===== src/include/oneshot_pkg.sv =====
package oneshot_pkg;
  // register indices on the plain register port
  localparam logic [2:0] ADDR_MODE = 3'h0; // timer_mode_reg
  localparam logic [2:0] ADDR_PULSE_MODE = 3'h1; // pulse_output_mode_reg
  localparam logic [2:0] ADDR_PRESCALER = 3'h2; // prescaler_counter
  localparam logic [2:0] ADDR_PRIMARY = 3'h3; // primary_period_counter
  localparam logic [2:0] ADDR_SECONDARY = 3'h4; // secondary_period_reg
  localparam logic [2:0] ADDR_ONESHOT_CTRL = 3'h5; // oneshot_control_reg
  localparam logic [2:0] ADDR_IRQ_PIN_EN = 3'h6; // irq_pin_enable_reg
  localparam logic [2:0] ADDR_CLK_SEL = 3'h7; // count source select
  // timer_mode_reg fields
  localparam int MODE_LO_POS = 4;
  localparam int MODE_HI_POS = 5;
  localparam int WRITE_CTRL_POS = 6;
  localparam int START_FLAG_POS = 7;
  localparam logic [1:0] MODE_ONESHOT = 2'h2;
  // pulse_output_mode_reg fields
  localparam int LEVEL_SEL_POS = 5;
  localparam int TRIG_EN_POS = 6;
  localparam int TRIG_POL_POS = 7;
  // oneshot_control_reg and irq_pin_enable_reg fields
  localparam int ONESHOT_START_POS = 0;
  localparam int IRQ_PIN_IN_EN_POS = 0;
  // reset values
  localparam logic [7:0] RESET_BYTE = 8'h00;
  localparam logic [7:0] RESET_COUNT = 8'hFF;
  localparam logic [1:0] RESET_SRC = 2'h0;
  // count source choices
  typedef enum logic [1:0] {
    SRC_F1 = 2'h0,
    SRC_F2 = 2'h1,
    SRC_F8 = 2'h2,
    SRC_NEIGHBOUR = 2'h3
  } src_sel_t;
  // register port request
  typedef struct packed {
    logic [2:0] addr;
    logic [7:0] wdata;
    logic wr;
    logic rd;
  } reg_req_t;
endpackage


===== src/rtl/one_shot_pulse_timer.sv =====
// Operation
// - count from f1, f2, f8 or neighbour underflow
// - count down from programmed primary period
// - underflow reloads counters and clears start bit on the same edge
// - any stop reloads counters before resting
// - pulse lasts (n+1)(m+1) source cycles
// - trigger during count ignored, irq still raised
// - stop on underflow reload, flag or bit clear
// - timer irq half source cycle after underflow, one clock for f1 and neighbour
// - counter reads return live count
// - counter writes only touch reload registers
// - new period applies from next pulse
// - trigger enable routes pin, polarity picks edge
// - trigger disabled means pin never triggers
// - output pin carries pulse in this mode
// - secondary period register unused here
// - mode bits b5 b4 equal 1 0 select one-shot
// - level select 0 high pulse, 1 low pulse
`timescale 1ns/1ns
module one_shot_pulse_timer
(
  input wire logic clk_in,
  input wire logic rstn_in,
  input wire logic [2:0] addr_in,
  input wire logic [7:0] wdata_in,
  input wire logic wr_in,
  input wire logic rd_in,
  input wire logic neighbour_uf_in,
  input wire logic ext_irq_pin_in,
  output logic [7:0] rdata_out,
  output logic pulse_out_pin_out,
  output logic timer_irq_out,
  output logic ext_irq_out
);
  // bundled register request
  oneshot_pkg::reg_req_t req;
  // synchronised reset
  logic rst_meta_q;
  logic rstn_q;
  // registers
  logic [7:0] mode_q;
  logic [7:0] pmode_q;
  logic [7:0] presc_rld_q;
  logic [7:0] prim_rld_q;
  logic [7:0] sec_q;
  logic start_bit_q;
  logic pin_en_q;
  logic [1:0] src_q;
  // live counters
  logic [7:0] presc_q;
  logic [7:0] prim_q;
  logic running_q;
  // source dividers and tick
  logic [2:0] div_q;
  logic tick;
  // pin synchroniser, three stages
  logic [2:0] pin_sync_q;
  logic pin_level_q;
  // half-cycle irq delay
  logic irq_pend_q;
  logic [2:0] half_q;
  logic [2:0] half_target;
  logic underflow;
  logic mode_ok;
  logic trig_edge;
  logic sw_start;
  logic stop_req;

  assign req = '{addr: addr_in, wdata: wdata_in, wr: wr_in, rd: rd_in};

  // read decode used by the read path
  function automatic logic [7:0] rd_mux(input logic [2:0] a, input logic [7:0] m,
    input logic [7:0] p, input logic [7:0] ps, input logic [7:0] pr,
    input logic [7:0] s, input logic st, input logic pe, input logic [1:0] sr);
    unique case (a)
      oneshot_pkg::ADDR_MODE: rd_mux = m;
      oneshot_pkg::ADDR_PULSE_MODE: rd_mux = p;
      oneshot_pkg::ADDR_PRESCALER: rd_mux = ps;
      oneshot_pkg::ADDR_PRIMARY: rd_mux = pr;
      oneshot_pkg::ADDR_SECONDARY: rd_mux = s;
      oneshot_pkg::ADDR_ONESHOT_CTRL: rd_mux = {7'h00, st};
      oneshot_pkg::ADDR_IRQ_PIN_EN: rd_mux = {7'h00, pe};
      oneshot_pkg::ADDR_CLK_SEL: rd_mux = {6'h00, sr};
    endcase
  endfunction

  // reset release through two flops
  always_ff @(posedge clk_in or negedge rstn_in)
  begin
    if (!rstn_in)
    begin
      rst_meta_q <= 1'b0;
      rstn_q <= 1'b0;
    end
    else
    begin
      rst_meta_q <= 1'b1;
      rstn_q <= rst_meta_q;
    end
  end

  // one-shot mode decode from b5 b4
  assign mode_ok = {mode_q[oneshot_pkg::MODE_HI_POS], mode_q[oneshot_pkg::MODE_LO_POS]}
    == oneshot_pkg::MODE_ONESHOT;

  // count source tick; divider free-runs
  always_ff @(posedge clk_in or negedge rstn_q)
  begin
    if (!rstn_q)
      div_q <= 3'h0;
    else
      div_q <= div_q + 3'h1;
  end

  always_comb
  begin
    unique case (oneshot_pkg::src_sel_t'(src_q))
      oneshot_pkg::SRC_F1: tick = 1'b1;
      oneshot_pkg::SRC_F2: tick = div_q[0];
      oneshot_pkg::SRC_F8: tick = (div_q == 3'h7);
      oneshot_pkg::SRC_NEIGHBOUR: tick = neighbour_uf_in;
    endcase
  end

  // half a source cycle in clk cycles; neighbour and f1 use one cycle
  always_comb
  begin
    unique case (oneshot_pkg::src_sel_t'(src_q))
      oneshot_pkg::SRC_F8: half_target = 3'h4;
      default: half_target = 3'h1;
    endcase
  end

  // pin synchroniser: change counts when stages two and three agree
  always_ff @(posedge clk_in or negedge rstn_q)
  begin
    if (!rstn_q)
    begin
      pin_sync_q <= 3'h7; // pin rests high on its pull-up, so no false edge
      pin_level_q <= 1'b1;
    end
    else
    begin
      pin_sync_q <= {pin_sync_q[1:0], ext_irq_pin_in};
      if (pin_sync_q[1] == pin_sync_q[2])
        pin_level_q <= pin_sync_q[2];
    end
  end

  // active edge chosen by polarity, only when pin input enabled
  always_comb
  begin
    if (pmode_q[oneshot_pkg::TRIG_POL_POS])
      trig_edge = pin_en_q && !pin_sync_q[2] && pin_sync_q[1] == pin_sync_q[2]
        && pin_level_q;
    else
      trig_edge = pin_en_q && pin_sync_q[2] && pin_sync_q[1] == pin_sync_q[2]
        && !pin_level_q;
  end

  // ordinary pin interrupt, raised even while counting
  always_ff @(posedge clk_in or negedge rstn_q)
  begin
    if (!rstn_q)
      ext_irq_out <= 1'b0;
    else
      ext_irq_out <= trig_edge;
  end

  assign sw_start = req.wr && req.addr == oneshot_pkg::ADDR_ONESHOT_CTRL
    && req.wdata[oneshot_pkg::ONESHOT_START_POS];
  assign underflow = running_q && tick && presc_q == 8'h00 && prim_q == 8'h00;
  // stop by clearing start flag or start bit
  assign stop_req = !mode_q[oneshot_pkg::START_FLAG_POS] || !start_bit_q;

  // software registers; writes to counters only hit reload copies
  always_ff @(posedge clk_in or negedge rstn_q)
  begin
    if (!rstn_q)
    begin
      mode_q <= oneshot_pkg::RESET_BYTE;
      pmode_q <= oneshot_pkg::RESET_BYTE;
      presc_rld_q <= oneshot_pkg::RESET_COUNT;
      prim_rld_q <= oneshot_pkg::RESET_COUNT;
      sec_q <= oneshot_pkg::RESET_COUNT;
      pin_en_q <= 1'b0;
      src_q <= oneshot_pkg::RESET_SRC;
    end
    else if (req.wr)
    begin
      unique case (req.addr)
        oneshot_pkg::ADDR_MODE: mode_q <= req.wdata;
        oneshot_pkg::ADDR_PULSE_MODE: pmode_q <= req.wdata;
        oneshot_pkg::ADDR_PRESCALER: presc_rld_q <= req.wdata;
        oneshot_pkg::ADDR_PRIMARY: prim_rld_q <= req.wdata;
        oneshot_pkg::ADDR_SECONDARY: sec_q <= req.wdata; // stored, never counted
        oneshot_pkg::ADDR_ONESHOT_CTRL: ;
        oneshot_pkg::ADDR_IRQ_PIN_EN: pin_en_q <= req.wdata[oneshot_pkg::IRQ_PIN_IN_EN_POS];
        oneshot_pkg::ADDR_CLK_SEL: src_q <= req.wdata[1:0];
      endcase
    end
  end

  // start bit: set by software or trigger, cleared on underflow; set wins
  always_ff @(posedge clk_in or negedge rstn_q)
  begin
    if (!rstn_q)
      start_bit_q <= 1'b0;
    else if (sw_start && mode_q[oneshot_pkg::START_FLAG_POS])
      start_bit_q <= 1'b1;
    else if (trig_edge && !running_q && mode_q[oneshot_pkg::START_FLAG_POS]
      && pmode_q[oneshot_pkg::TRIG_EN_POS])
      start_bit_q <= 1'b1;
    else if (req.wr && req.addr == oneshot_pkg::ADDR_ONESHOT_CTRL)
      start_bit_q <= 1'b0;
    else if (underflow)
      start_bit_q <= 1'b0;
  end

  // cascaded counters; reload on underflow and whenever idle
  always_ff @(posedge clk_in or negedge rstn_q)
  begin
    if (!rstn_q)
    begin
      presc_q <= oneshot_pkg::RESET_COUNT;
      prim_q <= oneshot_pkg::RESET_COUNT;
      running_q <= 1'b0;
    end
    else if (!running_q || underflow || stop_req || !mode_ok)
    begin
      presc_q <= presc_rld_q;
      prim_q <= prim_rld_q;
      running_q <= mode_ok && start_bit_q && !underflow
        && mode_q[oneshot_pkg::START_FLAG_POS];
    end
    else if (tick)
    begin
      if (presc_q == 8'h00)
      begin
        presc_q <= presc_rld_q;
        prim_q <= prim_q - 8'h01;
      end
      else
        presc_q <= presc_q - 8'h01;
    end
  end

  // irq and pulse end half a source cycle after underflow, one clock for f1 and neighbour
  always_ff @(posedge clk_in or negedge rstn_q)
  begin
    if (!rstn_q)
    begin
      irq_pend_q <= 1'b0;
      half_q <= 3'h0;
      timer_irq_out <= 1'b0;
    end
    else
    begin
      timer_irq_out <= 1'b0;
      if (underflow)
      begin
        irq_pend_q <= 1'b1;
        half_q <= 3'h1;
      end
      else if (irq_pend_q)
      begin
        half_q <= half_q + 3'h1;
        if (half_q + 3'h1 >= half_target)
        begin
          irq_pend_q <= 1'b0;
          timer_irq_out <= 1'b1;
        end
      end
    end
  end

  // output pin: active level while running or awaiting the half cycle
  always_ff @(posedge clk_in or negedge rstn_q)
  begin
    if (!rstn_q)
      pulse_out_pin_out <= 1'b0;
    else
      pulse_out_pin_out <= pmode_q[oneshot_pkg::LEVEL_SEL_POS] ^
        ((running_q && !stop_req && mode_ok) || (irq_pend_q && !(half_q + 3'h1 >= half_target)));
  end

  // read data one cycle after the strobe, live counts for counters
  always_ff @(posedge clk_in or negedge rstn_q)
  begin
    if (!rstn_q)
      rdata_out <= oneshot_pkg::RESET_BYTE;
    else if (req.rd)
      rdata_out <= rd_mux(req.addr, mode_q, pmode_q, presc_q, prim_q, sec_q,
        start_bit_q, pin_en_q, src_q);
    else
      rdata_out <= oneshot_pkg::RESET_BYTE;
  end

  // start bit falls back to 0 within a cycle of underflow
  AST_UF_CLEARS_START: assert property (@(posedge clk_in) disable iff (!rstn_q)
    underflow && !sw_start && !trig_edge |=> !start_bit_q)
    else $error("start bit not cleared after underflow");
  // primary counter equals its reload value one cycle after a stop
  AST_STOP_RELOADS: assert property (@(posedge clk_in) disable iff (!rstn_q)
    (running_q && stop_req && !req.wr) |=> (prim_q == $past(prim_rld_q)))
    else $error("counter not reloaded on stop");
  // timer irq follows underflow within the half cycle
  AST_IRQ_AFTER_UF: assert property (@(posedge clk_in) disable iff (!rstn_q)
    underflow |-> ##[1:4] timer_irq_out)
    else $error("timer irq missing after underflow");
  // pin irq raised for a trigger even while running
  AST_TRIG_IRQ: assert property (@(posedge clk_in) disable iff (!rstn_q)
    trig_edge |=> ext_irq_out)
    else $error("pin irq not raised");
  // a trigger during a count does not restart the counters
  AST_TRIG_IGNORED: assert property (@(posedge clk_in) disable iff (!rstn_q)
    (running_q && trig_edge && !underflow && !stop_req && mode_ok && !req.wr)
    |=> prim_q == $past(prim_q) - {7'h00, $past(tick && presc_q == 8'h00)})
    else $error("running count disturbed by trigger");
  // a primary write does not move the live counter
  AST_WRITE_RELOAD_ONLY: assert property (@(posedge clk_in) disable iff (!rstn_q)
    (running_q && !underflow && !stop_req && mode_ok && req.wr
    && req.addr == oneshot_pkg::ADDR_PRIMARY)
    |=> prim_q == $past(prim_q) - {7'h00, $past(tick && presc_q == 8'h00)})
    else $error("write disturbed live counter");
  // trigger disabled never starts a count
  AST_NO_TRIG_WHEN_OFF: assert property (@(posedge clk_in) disable iff (!rstn_q)
    (!pmode_q[oneshot_pkg::TRIG_EN_POS] && !start_bit_q && !(req.wr
    && req.addr == oneshot_pkg::ADDR_ONESHOT_CTRL)) |=> !start_bit_q)
    else $error("pin triggered while disabled");
  // prescaler wrap decrements primary once
  AST_CASCADE: assert property (@(posedge clk_in) disable iff (!rstn_q)
    (running_q && tick && !stop_req && mode_ok && presc_q == 8'h00 && prim_q != 8'h00)
    |=> prim_q == $past(prim_q) - 8'h01)
    else $error("cascade decrement wrong");
  // timer irq rises on the edge that returns the pin to idle
  AST_IRQ_AT_PULSE_END: assert property (@(posedge clk_in) disable iff (!rstn_q)
    timer_irq_out |-> pulse_out_pin_out == pmode_q[oneshot_pkg::LEVEL_SEL_POS])
    else $error("timer irq apart from pulse end");
endmodule


===== config.mk =====
export PLATFORM = sky130hd
export DESIGN_NAME = one_shot_pulse_timer
export DESIGN_NICKNAME = d
export VERILOG_FILES = /design/src/include/oneshot_pkg.sv /design/src/rtl/one_shot_pulse_timer.sv
export SDC_FILE = /design/constraint.sdc
export NUM_CORES = 1
export LEC_CHECK = 0
export BUFFER_PORTS_ARGS = -buffer_cell sky130_fd_sc_hd__buf_2
export CAP_MARGIN = 20
export CELL_PAD_IN_SITES_DETAIL_PLACEMENT = 1
export CELL_PAD_IN_SITES_GLOBAL_PLACEMENT = 2
export CORE_ASPECT_RATIO = 1.5
export CORE_MARGIN = 2
export CORE_UTILIZATION = 44
export DETAILED_ROUTE_END_ITERATION = 12
export PLACE_DENSITY = 0.95
export SLEW_MARGIN = 20
export SYNTH_ARGS = -nofsm -noshare
export SYNTH_HDL_FRONTEND = slang
export SYNTH_SLANG_ARGS = --single-unit
export TNS_END_PERCENT = 5

===== constraint.sdc =====
create_clock -name clk_in -period 3.9 [get_ports clk_in]
set_input_delay 0.195 -clock clk_in [delete_from_list [all_inputs] [get_ports clk_in]]
set_output_delay 0.195 -clock clk_in [all_outputs]
set_load 0.03 [all_outputs]

# Yosys cells after proc, flatten, opt, wreduce, memory -nomap -nowiden
# Cells that the tools add are included.
# classes
addsub	4
magnitude_cmp	1
eq_ne	13
mux	23
bitwise	1
n_reduce_logical	51
# ops
cell	n
$pmux W8 S8	1
$mux W8	7
$logic_and A1 B1 Y1	21
$logic_not A8 Y1	2
$reduce_and A2 Y1	8
$sub A8 B1 Y8 const B	2
$eq A3 B3 Y1 const B	5
$mux W1	11
$logic_not A1 Y1	9
$mux W3	3
$add A3 B1 Y3 const B	2
$eq A2 B2 Y1 const B	3
$eq A3 B2 Y1 const B	2
$reduce_bool A2 Y1	3
$logic_or A1 B1 Y1	5
$pmux W1 S4	1
$reduce_bool A4 Y1	1
$eq A3 B1 Y1 const B	1
$ge A3 B3 Y1	1
$logic_not A3 Y1	1
$eq A2 B1 Y1 const B	1
$logic_not A2 Y1	1
$eq A1 B1 Y1	1
$xor A1 B1 Y1	1
# totals
regBits	85
out_inout_bits	11

# Logic depth before layout (Yosys ltp)
# Gate-level depths: netlist (run 1).
# logic_depth
word_depth	10
ltp_mapped	8
mapped_depth_nobuf	7

# Worst setup path after synthesis (run 1)
# Ideal clock, no wire load.
# synth_timing
path_kind	flip-flop to flip-flop
from	reg presc_q[1]
to	reg prim_q[2]
t_arrival_ns	2.057
t_required_ns	3.817
slack_ns	1.760
stages_incl_launch_ff	9
path_buffers	1
cell_sequence	dfstp_2 -> inv_1 -> ha_1 -> or3b_4 -> a2111oi_4 -> and2_1 -> buf_4 -> a21oi_1 -> a221o_1
# synth_via
elab_chain_cells	8
elab_cells_between_ends	10
# synth_lines
element	line	text
from (decl)	one_shot_pulse_timer.sv:50	logic [7:0] presc_q;
from (signal assigned)	one_shot_pulse_timer.sv:225	presc_q <= oneshot_pkg::RESET_COUNT;
from (signal assigned)	one_shot_pulse_timer.sv:231	presc_q <= presc_rld_q;
from (signal assigned)	one_shot_pulse_timer.sv:240	presc_q <= presc_rld_q;
$logic_not A8 Y1 (*)	one_shot_pulse_timer.sv:172, one_shot_pulse_timer.sv:238	
$logic_and A1 B1 Y1 (2 in a row)	one_shot_pulse_timer.sv:172	assign underflow = running_q && tick && presc_q == 8'h00 && prim_q == 8'h00;
$logic_or A1 B1 Y1 (3 in a row)	one_shot_pulse_timer.sv:229	else if (!running_q || underflow || stop_req || !mode_ok)
$reduce_bool A2 Y1 (no line)	n/a	
$reduce_and A2 Y1 (no line)	n/a	
to (signal assigned)	one_shot_pulse_timer.sv:226	prim_q <= oneshot_pkg::RESET_COUNT;
to (signal assigned)	one_shot_pulse_timer.sv:232	prim_q <= prim_rld_q;
to (signal assigned)	one_shot_pulse_timer.sv:241	prim_q <= prim_q - 8'h01;
to (decl)	one_shot_pulse_timer.sv:51	logic [7:0] prim_q;
# Mark *: on every way between the ends. The rest lies on a longest branch, timed or not.
# A chain may end at the register's enable or synchronous reset.

# Worst setup path in the final report (run 1)
# layout_timing
from	reg div_q[0]
to	reg prim_q[7]
# layout_via
elab_chain_cells	10
elab_cells_between_ends	12
# layout_lines
element	line	text
from (decl)	one_shot_pulse_timer.sv:54	logic [2:0] div_q;
from (signal assigned)	one_shot_pulse_timer.sv:112	div_q <= div_q + 3'h1;
$eq A3 B3 Y1	one_shot_pulse_timer.sv:120	oneshot_pkg::SRC_F8: tick = (div_q == 3'h7);
$pmux W1 S4 (*)	one_shot_pulse_timer.sv:117	unique case (oneshot_pkg::src_sel_t'(src_q))
$logic_and A1 B1 Y1 (3 in a row)	one_shot_pulse_timer.sv:172	
$logic_or A1 B1 Y1 (3 in a row)	one_shot_pulse_timer.sv:229	
$reduce_bool A2 Y1 (no line)	n/a	
$reduce_and A2 Y1 (no line)	n/a	
# Marks and branches as above.

==> results of run 1 <==
==> final timing paths <==
kind | startpoint | end | slack (ns) | cells past startpoint
setup reg to reg | div_q[0] | prim_q[7] | 1.33 | 7
min in group asynchronous | rstn_in | rstn_q | 0.16 | 2
hold reg to reg | rstn_q | pmode_q[4] | 0.25 | 0
hold / removal | wdata_in[5] | pmode_q[5] | 0.13 | 3
max in group asynchronous | rstn_q | sec_q[0] | 2.99 | 1
setup / recovery | div_q[0] | prim_q[7] | 1.33 | 7
==> metrics by stage <==
step	hold slack (ns)	worst slack [ns]	util	std cells	area, um^2
6_report	0.131	1.33	0.515	511	4710
3_5_place_dp	-0.0166	1.31	0.473	491	4330
3_3_place_gp	-0.0205	1.37	0.473	491	4330
2_1_floorplan	-0.101	1.43	-	365	4100
5_1_grt	0.144	1.16	0.515	511	4710
4_1_cts	0.127	1.29	0.510	509	4670
==> metal layers <==
| metal | global-route usage | share of wire | up-vias |
|---|---|---|---|
| met1 | 0.277 | 0.40 | 1500 |
| met3 | 0.0370 | 0.031 | 23 |
| met4 | 0.115 | 0.038 | 0 |
| met2 | 0.379 | 0.53 | 61 |
| li1 | - | - | 1367 |
| met5 | 0 | 0 | - |
==> flip-flops by register name, summed over array words and instances, names as in the netlist <==
signal,count
irq_pend_q,1
rstn_q,1
ext_irq_out,1
presc_rld_q,8
presc_q,8
prim_q,8
div_q,3
half_q,3
sec_q,8
pin_en_q,1
pin_level_q,1
prim_rld_q,8
src_q,2
pmode_q,8
timer_irq_out,1
pulse_out_pin_out,1
mode_q,8
rst_meta_q,1
running_q,1
pin_sync_q,3
start_bit_q,1
rdata_out,8
==> power by group <==
group          switching [mW]  internal (mW)
Sequential              0.141           1.11
Combinational           0.233          0.206
Clock                   0.367          0.564
Total                   0.740           1.88
==> cell usage after synthesis, drive strengths merged (3+ instances only) <==
cell	count	share of area
dfstp	44	0.28
o21ai	31	0.038
nand2	24	0.022
nor3b	4	0.0086
or3	5	0.0076
mux2i	10	0.024
ha	7	0.021
inv	14	0.013
nand2b	6	0.0092
a21oi	18	0.022
and2	4	0.0061
nand4	3	0.0046
nor3	11	0.015
xor2	3	0.0064
nor2b	8	0.012
a211oi	5	0.0092
xnor2	4	0.0086
o22ai	7	0.011
mux2	39	0.11
nand3	4	0.0049
nor2	24	0.023
clkbuf	12	0.011
dfrtp	41	0.25
==> cell usage in the layout, fill, tap and decap left out, types with 2 or more instances in the layout <==
master / netlist / final
nand3_1: 4 / 4
a211oi_1: 5 / 5
nand3b_1: 2 / 2
or2_2: 2 / 2
ha_1: 7 / 7
o21ai_0: 30 / 30
xnor2_1: 4 / 4
bufinv_16: 0 / 2
buf_2: 1 / 28
inv_6: 0 / 2
and3_1: 2 / 2
nand4_1: 3 / 3
nor3_1: 10 / 10
o22ai_1: 7 / 7
nor3b_1: 3 / 3
and2_1: 4 / 4
o211ai_1: 2 / 2
mux2_2: 39 / 39
clkinvlp_4: 0 / 2
or3_1: 5 / 5
a21oi_1: 18 / 18
nand2_1: 24 / 24
dlygate4sd3_1: 0 / 2
nor2_1: 23 / 23
nand2b_1: 6 / 6
xor2_1: 3 / 3
nor2b_1: 8 / 8
dfstp_2: 44 / 44
mux2i_1: 10 / 10
dfrtp_1: 41 / 40
or4_1: 2 / 2
clkbuf_16: 0 / 9
inv_1: 14 / 14
==> worst max-delay path, cell delays in order (launching register included) <==
cell and delay (ns):
dfrtp_1 0.40, ha_1 0.22, ha_1 0.19, mux2i_1 0.29
a2111oi_4 0.17, a31oi_1 0.75, nor2_1 0.16, a311oi_2 0.30
==> layout make-up <==
cell class,count,area [um^2]
sequential,85,2190
clock inverter,7,97.6
tap,112,140
fill,1023,4440
inverter,14,52.6
timing repair buffer,32,195
multi-input combinational,252,1810
clock buffer,9,225
==> timing repair <==
| action | CTS | global route |
|---|---|---|
| hold endpoints to repair | 3 | 0 |
| gates resized for setup | 0 | 0 |
| hold buffers | 2 | 0 |
==> cell families (layout without fill, tap and decap cells) <==
| kind of cell | after synthesis | count (layout) | synth area share |
|---|---|---|---|
| adders and majority gates | 8 | 8 | 0.0238 |
| AOI/OAI and AO/OA | 77 | 77 | 0.119 |
| DFF | 85 | 85 | 0.533 |
| muxes | 50 | 50 | 0.137 |
| and+or+nand+nor | 109 | 109 | 0.145 |
| buffers and inverters | 28 | 62 | 0.0269 |
| other | 1 | 1 | 0.000915 |
| xor gates and xnor gates | 7 | 7 | 0.0150 |
==> impl_metrics.env, run 1 <==
export IMPL_routedWlPerCell_um=20.3
export IMPL_p_leak_nw=1.96
export IMPL_postCtsSetupBuffers=0
export IMPL_synth_seq_cells=85
export IMPL_hold_class="in -> reg"
export IMPL_cp_end_kind="flop"
export IMPL_clock_skew_ns=0.00805
export IMPL_required_ns=4.14
export IMPL_slew_headroom=0.378
export IMPL_vias=2951
export IMPL_worstPathMaxFanout=10
export IMPL_via_per_inst=5.77
export IMPL_antenna_found_initial=0
export IMPL_criticalPathCategory="reg -> reg"
export IMPL_clock_fmax_mhz=390
export IMPL_die_area_mm2=0.0101
export IMPL_synth_warnings=0
export IMPL_cts_inserted_buffers=9
export IMPL_run_status="finished, final reports clean"
export IMPL_drive_gt1_frac=0.353
export IMPL_netlist_area_mm2=0.00410
export IMPL_grt_total_usage=0.227
export IMPL_finalNetCount=418
export IMPL_synth_seq_area_share=0.533
export IMPL_min_period_over_period=0.658
export IMPL_syn_area_per_cell_um2=11.2
export IMPL_drtIter0Drc=162
export IMPL_fin_total_pwr_mw=2.62
export IMPL_clk_pin_slew_ns=0.07
export IMPL_antenna_diode_count=0
export IMPL_root_buffer="clkbuf_16"
export IMPL_async_reset_ff_frac=1.00
export IMPL_num_rows=43
export IMPL_synth_edff_count=0
export IMPL_grt_max_degree=84
export IMPL_max_cap_violations=0
export IMPL_ys_flop_type="dfstp_2"
export IMPL_gp_congestion=0.900
export IMPL_grt_overflow=0
export IMPL_finalCriticalPeriod_ns=2.57
export IMPL_grt_pass1_vias=3164
export IMPL_startpoint_type="flop"
export IMPL_clock_sinks=85
export IMPL_wl_um=10400
export IMPL_portBuffers=27
export IMPL_max_vdd_ir_drop_v=0.000270
export IMPL_crit_arrival_ns=2.81
export IMPL_clock_latency_ns=0.35
export IMPL_worst_slew_pin_slew_ns=0.929
export IMPL_p_per_area_mw_per_mm2=556
export IMPL_final_antenna_net_count=0
export IMPL_start_util=0.448
export IMPL_core_area_mm2=0.00915
export IMPL_grt_first_pass_wirelength_um=16600
export IMPL_yosysUniqueCellTypes=59
export IMPL_setup_viol=0
export IMPL_hold_viol=0
export IMPL_area_delta_synth_final_pct=15.0
export IMPL_io_pins=28
export IMPL_drcViolationCount=0
export IMPL_syn_inst=365
export IMPL_drt_first_pass_iters=4
export IMPL_finalMaxSlewViolations=0
export IMPL_tns_ns=0
export IMPL_dpl_hpwl_um=7130
export IMPL_cts_tree="yes"
export IMPL_cts_buffer_depth=2
export IMPL_ctsHtreeMaxLevel=3
export IMPL_dieHeight_um=122
export IMPL_synth_nets=389
export IMPL_fp_dieW_um=82.8
export IMPL_rsz0062_at_grt="no"
Power figures use the tool's default switching activity.
==> inputs of run 2 (changes only) <==
Settings changed: CORE_UTILIZATION 44 to 36, PLACE_DENSITY 0.95 to 0.84.
Clock period 3.9 ns to 2.1 ns, I/O delays scaled along.
==> run 2 against run 1 <==
Against the previous run:
- die area is 21% higher
- sequential share of layout area is 3.3 points lower
- first-iteration DRC count is 8.0% lower
- sequential cell count stayed put
- utilization is 5.6 points lower
- global-route usage is 3.6 points lower
- combinational power is 110% higher
- largest cell class unchanged
- clock power is 75% higher
- clock-buffer cell count is 1 higher
- hold slack worse by 0.055 ns
==> impl_metrics.env, run 2 (synthesized netlist as in run 1, its figures left out) <==
export IMPL_start_util=0.371
export IMPL_min_period_over_period=0.981
export IMPL_hold_class="in -> async"
export IMPL_post_dp_cell_area_mm2=0.00467
export IMPL_clock_skew_ns=0.00755
export IMPL_placed_cells=564
export IMPL_worst_r2r_endpoint="prim_q[6]"
export IMPL_drtIter0Drc=149
export IMPL_path_cells="inv_2, ha_4, or3b_4, a2111oi_4, buf_4, nand2_2, or4_4, nand3_2"
export IMPL_cts_tree="yes"
export IMPL_critPathTopFamily="simple AND/OR/NAND/NOR gates"
export IMPL_cts_buffer_depth=2
export IMPL_clk_pin_slew_ns=0.06
export IMPL_cts_inserted_buffers=9
export IMPL_clockPowerShare=0.334
export IMPL_run_status="finished, final reports clean"
export IMPL_grt_pass1_vias=3347
export IMPL_vias=3075
export IMPL_antenna_diode_count=0
export IMPL_final_antenna_net_count=0
export IMPL_criticalPathCategory="reg -> reg"
export IMPL_worstPathMaxFanout=6
export IMPL_crit_start="presc_q[1]"
export IMPL_setup_viol=0
export IMPL_p_per_area_mw_per_mm2=964
export IMPL_grt_max_degree=39
export IMPL_finalNetCount=454
export IMPL_gp_congestion=0.867
export IMPL_mostFrequentLayoutCells="44 x dfstp_2, 39 x mux2_2, 39 x dfrtp_1, 38 x buf_4, 30 x o21ai_0"
export IMPL_crit_path_end="prim_q[6]"
export IMPL_finalMaxSlewViolations=0
export IMPL_via_per_inst=5.28
export IMPL_seqPwrFrac=0.475
export IMPL_p_int_mw=3.49
export IMPL_grt_overflow=0
export IMPL_max_vdd_ir_drop_v=0.000449
export IMPL_utilization=0.459
export IMPL_rrSetupSlack_ns=0.04
export IMPL_crit_buf_inv=2
export IMPL_hold_viol=0
export IMPL_stdcell_count=582
export IMPL_p_switching_mw=1.40
export IMPL_p_comb_frac=0.191
export IMPL_clock_sinks=85
export IMPL_drcViolationCount=0
export IMPL_final_common_cell="dfstp_2"
export IMPL_die_area_mm2=0.0123
export IMPL_clock_fmax_mhz=486
export IMPL_layout_setup_ws_ns=0.0407
export IMPL_p_leak_nw=2.14
export IMPL_fin_total_pwr_mw=4.89
export IMPL_drive_gt1_frac=0.444
export IMPL_core_area_mm2=0.0111
export IMPL_dp_worst_setup_slack_ns=-0.0882
export IMPL_required_ns=2.37
export IMPL_rr_startpoint="presc_q[1]"
export IMPL_design_area_mm2=0.00507
export IMPL_startpoint_type="flop"
export IMPL_grt_total_usage=0.191
export IMPL_rsz0062_at_grt="yes"
export IMPL_reg2regPathDepth=8
export IMPL_antenna_found_initial=0
export IMPL_slowest_delay_ns=0.52
export IMPL_path_depth=8
export IMPL_crit_arrival_ns=2.33
export IMPL_swShare=0.287
export IMPL_tns_ns=0
export IMPL_dpl_hpwl_um=8350
export IMPL_root_buffer="clkbuf_16"
export IMPL_ctsHtreeMaxLevel=3
export IMPL_routedWlPerCell_um=19.0
export IMPL_fp_dieW_um=91.1
export IMPL_whs_ns=0.0767
export IMPL_wl_um=11100
export IMPL_cp_end_kind="flop"
export IMPL_finalCriticalPeriod_ns=2.06
export IMPL_max_cap_violations=0
export IMPL_grt_first_pass_wirelength_um=18100
export IMPL_critPathSlowestCell="or4_4"
export IMPL_area_delta_synth_final_pct=23.8
export IMPL_num_rows=47
export IMPL_dieHeight_um=135
export IMPL_portBuffers=27
export IMPL_io_pins=28
export IMPL_clock_latency_ns=0.34
export IMPL_drt_first_pass_iters=4
[run 2: layout make-up]
type                    instances  area [um^2]
well taps                     147          184
clock buffers                  10          239
fillers                      1235         5980
clock inverters                 6         68.8
flip-flops and latches         85         2190
repair buffers                 68          460
inverters                      14         52.6
multi-input cells             252         1880
[run 2: worst reg2reg max path: stages, from the launching register on]
cell,delay [ns]
dfstp_2,0.37
inv_2,0.07
ha_4,0.13
or3b_4,0.39
a2111oi_4,0.19
buf_4,0.20
nand2_2,0.06
or4_4,0.52
nand3_2,0.07
[run 2: metal layers]
metal  global-route usage  share of wire
met5                    0              0
met4               0.0758          0.021
met3               0.0246          0.021
met2                0.358           0.56
met1                0.218           0.40
[run 2: power by group through the flow]
| stage | Clock, mW | Sequential [mW] | Combinational (mW) |
|---|---|---|---|
| global route | 1.73 | 2.37 | 1.03 |
| CTS | 1.67 | 2.31 | 0.917 |
| floorplan | 0 | 2.30 | 0.552 |
| global placement | 0 | 2.33 | 0.861 |
| detailed placement | 0 | 2.34 | 0.898 |
| finish | 1.63 | 2.32 | 0.934 |
[run 2: repair_timing]
| action | 4_1_cts | 5_1_grt |
|---|---|---|
| gates resized for setup | 3 | 16 |
| hold endpoints to repair | 3 | 0 |
| hold buffers | 2 | 0 |
| setup buffers | 1 | 0 |
| gates cloned | 0 | 0 |
| pin swaps | 0 | 6 |
| setup endpoints to repair | 5 | 13 |
[run 2: worst min-delay path by stage]
stage / from / end / slack [ns] / cells past startpoint
floorplan: rstn_in / rst_meta_q / -0.19 / 0
global placement: rstn_in / rst_meta_q / -0.11 / 1
detailed placement: rstn_in / rst_meta_q / -0.11 / 1
CTS: rstn_in / rstn_q / 0.07 / 2
global route: wdata_in[2] / pmode_q[2] / 0.08 / 3
finish: rstn_in / rstn_q / 0.08 / 2
